[src/logic/lsrs_defs.svh]
// constants for the link sync request select block
`ifndef LSRS_DEFS_SVH
`define LSRS_DEFS_SVH
// Summary of operation
// - With the source select at 0 the single-ended sync pin is the request.
// - The single-ended request is asserted when low, released when high.
// - A low request from the receiver starts code group synchronization.
// - Lane alignment starts only when the request is released after sync.
// - With the source select at 1 the marker pair carries the request.
// - The marker pair request is active low like the single-ended pin.
// - The marker pair is usable only while its receiver enable is 1.
`define LSRS_SEL_SINGLE 1'h0
`define LSRS_SEL_PAIR 1'h1
`define LSRS_SYNC_STAGES 2
`define LSRS_ALIGN_CYCLES 4
`endif

[src/logic/lsrs_pkg.sv]
// types for the link sync request select block
package lsrs_pkg;
  typedef enum logic [1:0] {
    LSRS_IDLE = 2'b00,
    LSRS_CGS = 2'b01,
    LSRS_ILAS = 2'b10,
    LSRS_DATA = 2'b11
  } lsrs_state_e;
  typedef struct packed {
    logic sync_source_select;
    logic marker_receiver_enable;
  } lsrs_cfg_s;
  typedef struct packed {
    logic cgs_active;
    logic ilas_active;
    logic data_active;
    logic request_asserted;
  } lsrs_status_s;
endpackage

[src/logic/lsrs_top.sv]
// link sync request select and cgs/ilas sequencing
`timescale 1ns/1ps
`include "lsrs_defs.svh"
module lsrs_top #(
  parameter int ALIGN_CYCLES = `LSRS_ALIGN_CYCLES
) (
  input wire logic clk_sys,
  input wire logic srst,
  input wire lsrs_pkg::lsrs_cfg_s cfg,
  input wire logic single_ended_sync_pin_n,
  input wire logic marker_input_pair_n,
  output lsrs_pkg::lsrs_status_s status
);
  import lsrs_pkg::*;

  // ==========================================================
  // configuration capture
  // ==========================================================
  // cfg is a quasi-static level from another domain: two flops
  logic [1:0] cfg_meta;
  logic [1:0] cfg_sync;
  logic [1:0] next_cfg_meta;
  logic [1:0] next_cfg_sync;
  always_comb begin
    next_cfg_meta = {cfg.sync_source_select, cfg.marker_receiver_enable};
    next_cfg_sync = cfg_meta;
  end
  always_ff @(posedge clk_sys) begin
    if (srst) begin
      cfg_meta <= 2'h0;
      cfg_sync <= 2'h0;
    end else begin
      cfg_meta <= next_cfg_meta;
      cfg_sync <= next_cfg_sync;
    end
  end
  logic sel_pair;
  logic rx_en;
  assign sel_pair = cfg_sync[1];
  assign rx_en = cfg_sync[0];

  // ==========================================================
  // source select
  // ==========================================================
  // each pin is synchronized first, then selected
  logic se_sync;
  logic pair_sync;
  lsrs_sync #(.STAGES(`LSRS_SYNC_STAGES)) u_se_sync (
    .clk_sys(clk_sys),
    .srst(srst),
    .d(single_ended_sync_pin_n),
    .q(se_sync)
  );
  lsrs_sync #(.STAGES(`LSRS_SYNC_STAGES)) u_pair_sync (
    .clk_sys(clk_sys),
    .srst(srst),
    .d(marker_input_pair_n),
    .q(pair_sync)
  );

  logic req_n;
  always_comb begin
    if (sel_pair == `LSRS_SEL_PAIR) begin
      // disabled receiver reads as released
      req_n = rx_en ? pair_sync : 1'h1;
    end else begin
      req_n = se_sync;
    end
  end
  logic req;
  assign req = ~req_n;

  // ==========================================================
  // cgs / ilas sequencer
  // ==========================================================
  lsrs_state_e state;
  lsrs_state_e next_state;
  logic [7:0] cnt;
  logic [7:0] next_cnt;
  lsrs_status_s next_status;
  always_comb begin
    next_state = state;
    next_cnt = cnt;
    case (state)
      LSRS_IDLE: begin
        if (req) begin
          next_state = LSRS_CGS;
        end
      end
      LSRS_CGS: begin
        if (!req) begin
          next_state = LSRS_ILAS;
          next_cnt = 8'h00;
        end
      end
      LSRS_ILAS: begin
        if (req) begin
          next_state = LSRS_CGS;
        end else if (cnt == 8'(ALIGN_CYCLES - 1)) begin
          next_state = LSRS_DATA;
        end else begin
          next_cnt = cnt + 8'h01;
        end
      end
      LSRS_DATA: begin
        if (req) begin
          next_state = LSRS_CGS;
        end
      end
      default: begin
        next_state = LSRS_IDLE;
      end
    endcase
    next_status.cgs_active = (next_state == LSRS_CGS);
    next_status.ilas_active = (next_state == LSRS_ILAS);
    next_status.data_active = (next_state == LSRS_DATA);
    next_status.request_asserted = req;
  end
  always_ff @(posedge clk_sys) begin
    if (srst) begin
      state <= LSRS_IDLE;
      cnt <= 8'h00;
      status <= '0;
    end else begin
      state <= next_state;
      cnt <= next_cnt;
      status <= next_status;
    end
  end

  // ==========================================================
  // check helpers
  // ==========================================================
  // length of the current alignment run, as seen at the outputs
  logic [7:0] ilas_run;
  logic [7:0] next_ilas_run;
  always_comb begin
    if (!status.ilas_active) begin
      next_ilas_run = 8'h00;
    end else if (ilas_run != 8'hFF) begin
      next_ilas_run = ilas_run + 8'h01;
    end else begin
      next_ilas_run = ilas_run;
    end
  end
  always_ff @(posedge clk_sys) begin
    if (srst) begin
      ilas_run <= 8'h00;
    end else begin
      ilas_run <= next_ilas_run;
    end
  end
endmodule

[src/logic/lsrs_sync.sv]
// multi-flop synchronizer for one request pin, ahead of the source select
`timescale 1ns/1ps
`include "lsrs_defs.svh"
module lsrs_sync #(
  parameter int STAGES = `LSRS_SYNC_STAGES
) (
  input wire logic clk_sys,
  input wire logic srst,
  input wire logic d,
  output logic q
);
  logic [STAGES-1:0] chain;
  logic [STAGES-1:0] next_chain;
  always_comb begin
    next_chain = {chain[STAGES-2:0], d};
  end
  // reset to high: request released
  always_ff @(posedge clk_sys) begin
    if (srst) begin
      chain <= '1;
    end else begin
      chain <= next_chain;
    end
  end
  assign q = chain[STAGES-1];
endmodule

[config.mk]
export PLATFORM = sky130hd
export DESIGN_NAME = lsrs_top
export DESIGN_NICKNAME = d
export VERILOG_FILES = /design/src/logic/lsrs_pkg.sv /design/src/logic/lsrs_top.sv /design/src/logic/lsrs_sync.sv
export VERILOG_INCLUDE_DIRS = /design/src /design/src/logic
export SDC_FILE = /design/constraint.sdc
export NUM_CORES = 1
export LEC_CHECK = 0
export BUFFER_PORTS_ARGS = -buffer_cell sky130_fd_sc_hd__buf_2
export CAP_MARGIN = 20
export CELL_PAD_IN_SITES_DETAIL_PLACEMENT = 1
export CELL_PAD_IN_SITES_GLOBAL_PLACEMENT = 2
export CORE_MARGIN = 4
export CORE_UTILIZATION = 31
export DETAILED_ROUTE_END_ITERATION = 12
export GPL_TIMING_DRIVEN = 1
export PLACE_DENSITY_LB_ADDON = 0.12
export SLEW_MARGIN = 5
export SYNTH_ARGS = -nofsm -noshare
export SYNTH_HDL_FRONTEND = slang
export SYNTH_SLANG_ARGS = --single-unit
[constraint.sdc]
create_clock -name clk_sys -period 1.8 [get_ports clk_sys]
set_input_delay 0.18 -clock clk_sys [delete_from_list [all_inputs] [get_ports clk_sys]]
set_output_delay 0.18 -clock clk_sys [all_outputs]
set_load 0.01 [all_outputs]
==> reports/summary.txt, run 1 <==
outcome -> complete, no violations
hold buffer count at cts -> 0
clk sinks -> 22
Initial Util -> 32.75%
Synth Net Count -> 105
Reg-to-Reg Start -> state[1]
Hold Path End -> u_se_sync.chain[0]
initial antenna violation count -> 0
cell count after synthesis -> 96
Final setup viols -> 0
Top Family by Delay on Critical Path -> simple AND/OR/NAND/NOR gates
Detail Placement HPWL -> 1422 um
Worst Path Arrival -> 1990 ps
Critical Path RT -> 2050 ps
clock buffer count from CTS -> 3
DRT antenna net count -> 0
Max VDD drop -> 456.3 uV
main flop type after synthesis -> dfxtp_1
Die Area -> 3869 um^2
skew final -> 2.344 ps
yosys warns -> 0
Finished Cell Area -> 1191 um^2
largest net degree at the start of global routing -> 15
clock latency on the worst-skew pair -> 300 ps
Slew Limit Fails -> 0
Total GRT Usage -> 10.57%
final-report hold violation count -> 0
crit path buf inv count -> 2
largest area contributor in the netlist -> dfxtp_1
grt total ovfl -> 0
Least-Margin Pin Slew -> 396.0 ps
RR Endpoint -> cnt[6]
CTS root buf -> clkbuf_4
final worst path period need -> 1743 ps
Clock Pin Slew Worst Setup and Hold Paths -> 130 ps
leakage power -> 0.0004407 uW
Area contributors post-synth -> dfxtp_1, a21oi_1, ha_1
Iter 0 DRT Violations -> 16
worst-case reg-to-reg path depth -> 7
Detailed Routing Iterations Pass 1 -> 2
startpoint types -> register
H-tree Lvls -> 1
Critical Path Max Stage Delay -> 400 ps
placer congestion estimate -> 0.8088
total power -> 1000 uW
Nets -> 127
CP max-delay cell -> or3b_4
Cell Area, Synth -> 910.9 um^2
critical path fanouts, max -> 4
EDFF count, synth -> 0
worst rel slew slack -> 73.23%
first-pass GRT wire length -> 3325 um
layout cells sized above 1 -> 38.46%
area delta synth->final -> 30.77%
pre-CTS setup slack -> -48.22 ps
num ports -> 10
WL final -> 1992 um
# rows -> 19
Residual DRC -> 0
placed cell count -> 142
Netlist cell types -> 34
post-synth top area share -> 48.35%
Worst Setup End Kind -> register
Finished Layout Cells -> 148
flops & latches, synth -> 22
R2R setup slack -> 60 ps
Via density -> 5.189
post-route setup slack -> 57.06 ps
CTS tree -> yes
Fmax -> 573.7 MHz
crit-path cells -> inv_4 > ha_4 > o22ai_4 > or3b_4 > buf_4 > or3_1 > a21oi_1
hold path cells -> 2
register area share after synthesis -> 48.35%
Final period util -> 96.83%
hold path startpoint -> single_ended_sync_pin_n
Filler cells -> 322
chip height -> 62.21 um
core footprint -> 2781 um^2
die width -> 62.21 um
vias in the first global route -> 733
number of diodes -> 0
Mapped Avg Cell Area -> 9.488 um^2
CTS Buffer Depth -> 2
WS Path Type -> register to register
vias -> 768
I/O Buffers -> 9
PD cells -> 839.7 nW/um^2
placed inst area -> 1054 um^2
routed length per placed instance -> 13.46 um
worst min path class -> input pin to register
Max-Cap Viols -> 0
Synth async-reset ratio -> 0%
## layout make-up
type | count | area (um^2) | area share (%)
Multi-Input combinational cell | 66 | 499.2 | 41.91
Tap cell | 31 | 38.79 | 3.256
Inverter | 4 | 17.52 | 1.471
Timing Repair Buffer | 21 | 135.1 | 11.34
Sequential cell | 22 | 447.9 | 37.61
Clock inverter | 1 | 30.03 | 2.521
Clock buffer | 3 | 22.52 | 1.891
## worst max-delay path by stage
stage,startpoint,end,slack (ps),depth (start not counted)
after global placement,state[1],cnt[7],30,5
final,state[1],cnt[6],60,7
after detailed placement,state[1],cnt[7],-50,5
after CTS,state[0],cnt[7],5,6
after global routing,state[1],cnt[6],-3,7
after floorplan,state[0],cnt[7],0.1,5
## power by group
group	switching, uW	total [uW]	internal [uW]
clock network	153	378	225
logic	51.2	107	56.2
registers	11.4	515	503
total	216	1000	784
## Yosys cell counts, types with 2 or more instances
| cell type | n |
|---|---|
| o21ai_0 | 3 |
| nand2_1 | 3 |
| nor3_1 | 2 |
| ha_1 | 3 |
| a21oi_1 | 9 |
| o31ai_1 | 5 |
| nor2_1 | 4 |
| or2_2 | 5 |
| dfxtp_1 | 22 |
| or4_1 | 4 |
| nor2b_1 | 5 |
| nand3_1 | 3 |
| clkbuf_1 | 3 |
| or3_1 | 2 |
| inv_1 | 4 |
## state kept, by name, summed over array words and instances, names as in the netlist
| name | count |
|---|---|
| cnt | 8 |
| cfg_meta | 2 |
| u_pair_sync.chain | 2 |
| status | 4 |
| state | 2 |
| cfg_sync | 2 |
| u_se_sync.chain | 2 |
## repair_timing
| action | 4_1_cts | 5_1_grt |
|---|---|---|
| cloned | 0 | 0 |
| buffers inserted | 1 | 1 |
| setup endpoints to repair | 6 | 9 |
| hold endpoints to repair | 0 | 0 |
| gates resized for setup | 5 | 15 |
| pin swaps | 3 | 5 |
## per-stage QoR
step	hold slack, ps	util [%]	TNS, ps
floorplan	251.6	-	0
global placement	361.6	37.88	0
detailed placement	365.9	37.88	-61.42
CTS	34.89	40.49	0
global route	22.36	42.83	-3.072
finish	46.76	42.83	0
## logic make-up after synthesis
kind of cell / after synthesis / share of synthesized area (%)
flip-flops: 22 / 48.35
adder cells (fa/ha/maj): 3 / 4.121
AND/OR/NAND/NOR: 39 / 26.38
buffers and inverters: 8 / 3.433
AO/OA/AOI/OAI: 23 / 16.76
XOR/XNOR: 1 / 0.9617
## layer usage
metal	routed length (um)	part of all wire [%]	track usage, %	up-vias
met1	928	47	13.42	372
met3	45	2.3	1.622	2
li1	-	-	-	389
met4	16	0.80	5.691	0
met2	1002	50	16.97	5
met5	0	0	0	-
## cells in the final DEF, fill, tap and decap left out, types with 3 or more instances in the layout
master	instances
o31ai_1	5
nor2b_1	5
a21oi_1	7
o21ai_0	3
clkbuf_4	3
or4_1	3
or2_2	5
nand3_1	3
buf_4	12
buf_2	9
dfxtp_1	20
nor2_1	4
nand2_1	3
(Power assumes the default switching activity.)
==> run 2: changes to the inputs <==
Settings changed: CORE_ASPECT_RATIO from default to 0.8, CORE_UTILIZATION 31 to 34.
Clock period 1.8 ns to 1.65 ns, I/O delays scaled along.
==> reports/summary.txt, run 2 (synthesis gave the netlist of run 1 again) <==
Nets -> 127 (unchanged)
RSZ-0062 raised after global routing -> true
CP max-delay cell -> or4_4 (was or3b_4)
Critical Path RT -> 1920 ps (was 2050 ps)
Worst Setup SP -> state[1] (unchanged)
Residual DRC -> 0 (unchanged)
Final setup viols -> 1 (was 0)
grt total ovfl -> 0 (unchanged)
number of diodes -> 0 (unchanged)
Worst Setup End Kind -> register (unchanged)
leakage power -> 0.0004522 uW (was 0.0004407 uW)
core footprint -> 2502 um^2 (was 2781 um^2)
WS Path Type -> register to register (unchanged)
worst min path class -> input pin to register (unchanged)
biggest regs -> cnt (8), status (4) (unchanged)
Total GRT Usage -> 13.70% (was 10.57%)
Via density -> 5.052 (was 5.189)
Detailed Routing Iterations Pass 1 -> 2 (unchanged)
WL final -> 2070 um (was 1992 um)
crit-path cells -> inv_4 > ha_4 > o22ai_4 > or3b_4 > or4_4 > a21oi_2 (was inv_4 > ha_4 > o22ai_4 > or3b_4 > buf_4 > or3_1 > a21oi_1)
I/O Buffers -> 9 (unchanged)
worst-case reg-to-reg path depth -> 6 (was 7)
skew final -> 3.078 ps (was 2.344 ps)
total power -> 1108 uW (was 1000 uW)
R2R setup slack -> -7 ps (was 60 ps)
routed length per placed instance -> 13.53 um (was 13.46 um)
Final period util -> 100.4% (was 96.83%)
startpoint types -> register (unchanged)
first-pass GRT wire length -> 3588 um (was 3325 um)
RR Endpoint -> cnt[7] (was cnt[6])
Die Area -> 3576 um^2 (was 3869 um^2)
layout cells sized above 1 -> 39.32% (was 38.46%)
largest net degree at the start of global routing -> 15 (unchanged)
crit path buf inv count -> 1 (was 2)
initial antenna violation count -> 0 (unchanged)
post-route setup slack -> -6.745 ps (was 57.06 ps)
area delta synth->final -> 33.52% (was 30.77%)
worst rel slew slack -> 68.40% (was 73.23%)
most common cell after layout, fill and taps aside -> dfxtp_1 (unchanged)
PD cells -> 911.2 nW/um^2 (was 839.7 nW/um^2)
final-report hold violation count -> 0 (unchanged)
outcome -> finished, violations left (was complete, no violations)
CTS root buf -> clkbuf_4 (unchanged)
Clock Pin Slew Worst Setup and Hold Paths -> 130 ps (about the same)
die width -> 65.87 um (was 62.21 um)
most frequent cells in the layout -> dfxtp_1, buf_4, buf_2 (unchanged)
chip height -> 54.30 um (was 62.21 um)
hold path cells -> 2 (unchanged)
Max-Cap Viols -> 0 (unchanged)
max reg flops -> 8 (unchanged)
clock latency on the worst-skew pair -> 320 ps (was 300 ps)
CTS Buffer Depth -> 2 (unchanged)
clk sinks -> 22 (unchanged)
vias in the first global route -> 836 (was 733)
Biggest register -> cnt (unchanged)
Max VDD drop -> 439.3 uV (was 456.3 uV)
# rows -> 16 (was 19)
Least-Margin Pin Slew -> 470.0 ps (was 396.0 ps)
num ports -> 10 (unchanged)
Final Util -> 48.60% (was 42.83%)
Reg-to-Reg Start -> state[1] (unchanged)
hold buffer count at cts -> 0 (unchanged)
Hold Path End -> u_pair_sync.chain[0] (was u_se_sync.chain[0])
final worst path period need -> 1657 ps (was 1743 ps)
CTS tree -> yes (unchanged)
Slew Limit Fails -> 0 (unchanged)
Top Family by Delay on Critical Path -> simple AND/OR/NAND/NOR gates (unchanged)
clock buffer count from CTS -> 3 (unchanged)
failing checks -> setup timing
WHS -> 18.01 ps (was 46.76 ps)
Critical Path Max Stage Delay -> 420 ps (was 400 ps)
critical path fanouts, max -> 3 (was 4)
Iter 0 DRT Violations -> 19 (was 16)
vias -> 773 (was 768)
Worst path depth -> 6 (was 7)
H-tree Lvls -> 1 (unchanged)
Fmax -> 603.6 MHz (was 573.7 MHz)
DRT antenna net count -> 0 (unchanged)
Initial Util -> 36.40% (was 32.75%)
placer congestion estimate -> 0.7357 (was 0.8088)
hold path startpoint -> marker_input_pair_n (was single_ended_sync_pin_n)
Worst Path Arrival -> 1930 ps (was 1990 ps)
Detail Placement HPWL -> 1527 um (was 1422 um)
## run 2: how the worst max path moves through the flow
| stage | to |
|---|---|
| 5_1_grt | status[1] |
| 3_3_place_gp | cnt[7] |
| 3_5_place_dp | cnt[3] |
| 4_1_cts | cnt[7] |
| 2_1_floorplan | cnt[3] |
| 6_report | cnt[7] |
## run 2: cell type report
| type | count | area (um^2) |
|---|---|---|
| clock buffer | 3 | 22.52 |
| clock inverter | 1 | 30.03 |
| fill | 291 | 1286 |
| inverter | 4 | 20.02 |
| multi-input combinational | 66 | 515.5 |
| sequential | 22 | 447.9 |
| tap | 36 | 45.04 |
| timing repair buffer | 21 | 135.1 |
## run 2: through the flow
stage	setup TNS (ps)	cells	instance area [um^2]	worst slack, ps
detailed placement	-66.74	148	1084	-23.64
global placement	0	148	1084	19.44
CTS	-26.96	153	1149	-26.96
finish	-6.745	153	1216	-6.745
global route	-298.0	153	1216	-78.58
floorplan	0	96	927.1	23.61
## run 2: timing repair
item                       4_1_cts  5_1_grt
setup endpoints to repair        8       11
buffers inserted                 1        0
pin swaps                        0        2
gates resized for setup          4       16
## run 2: worst register-to-register path, cell delays in order (launching register included)
cell and delay (ps):
dfxtp_4 390, inv_4 60, ha_4 150, o22ai_4 80, or3b_4 390, or4_4 420
a21oi_2 110
## run 2: layer usage
metal	routed length [um]	global-route usage, %	up-vias
met5	0	0	-
li1	-	-	392
met1	1052	16.15	369
met3	86	5.339	2
met2	919	22.96	10
met4	12	4.828	0
## run 2: power breakdown
group | internal [uW] | leakage, uW | switching, uW
combinational | 63.7 | 0.000243 | 59.2
clock | 246 | 0.0000279 | 178
sequential | 549 | 0.000181 | 12.4
total | 859 | 0.000452 | 250
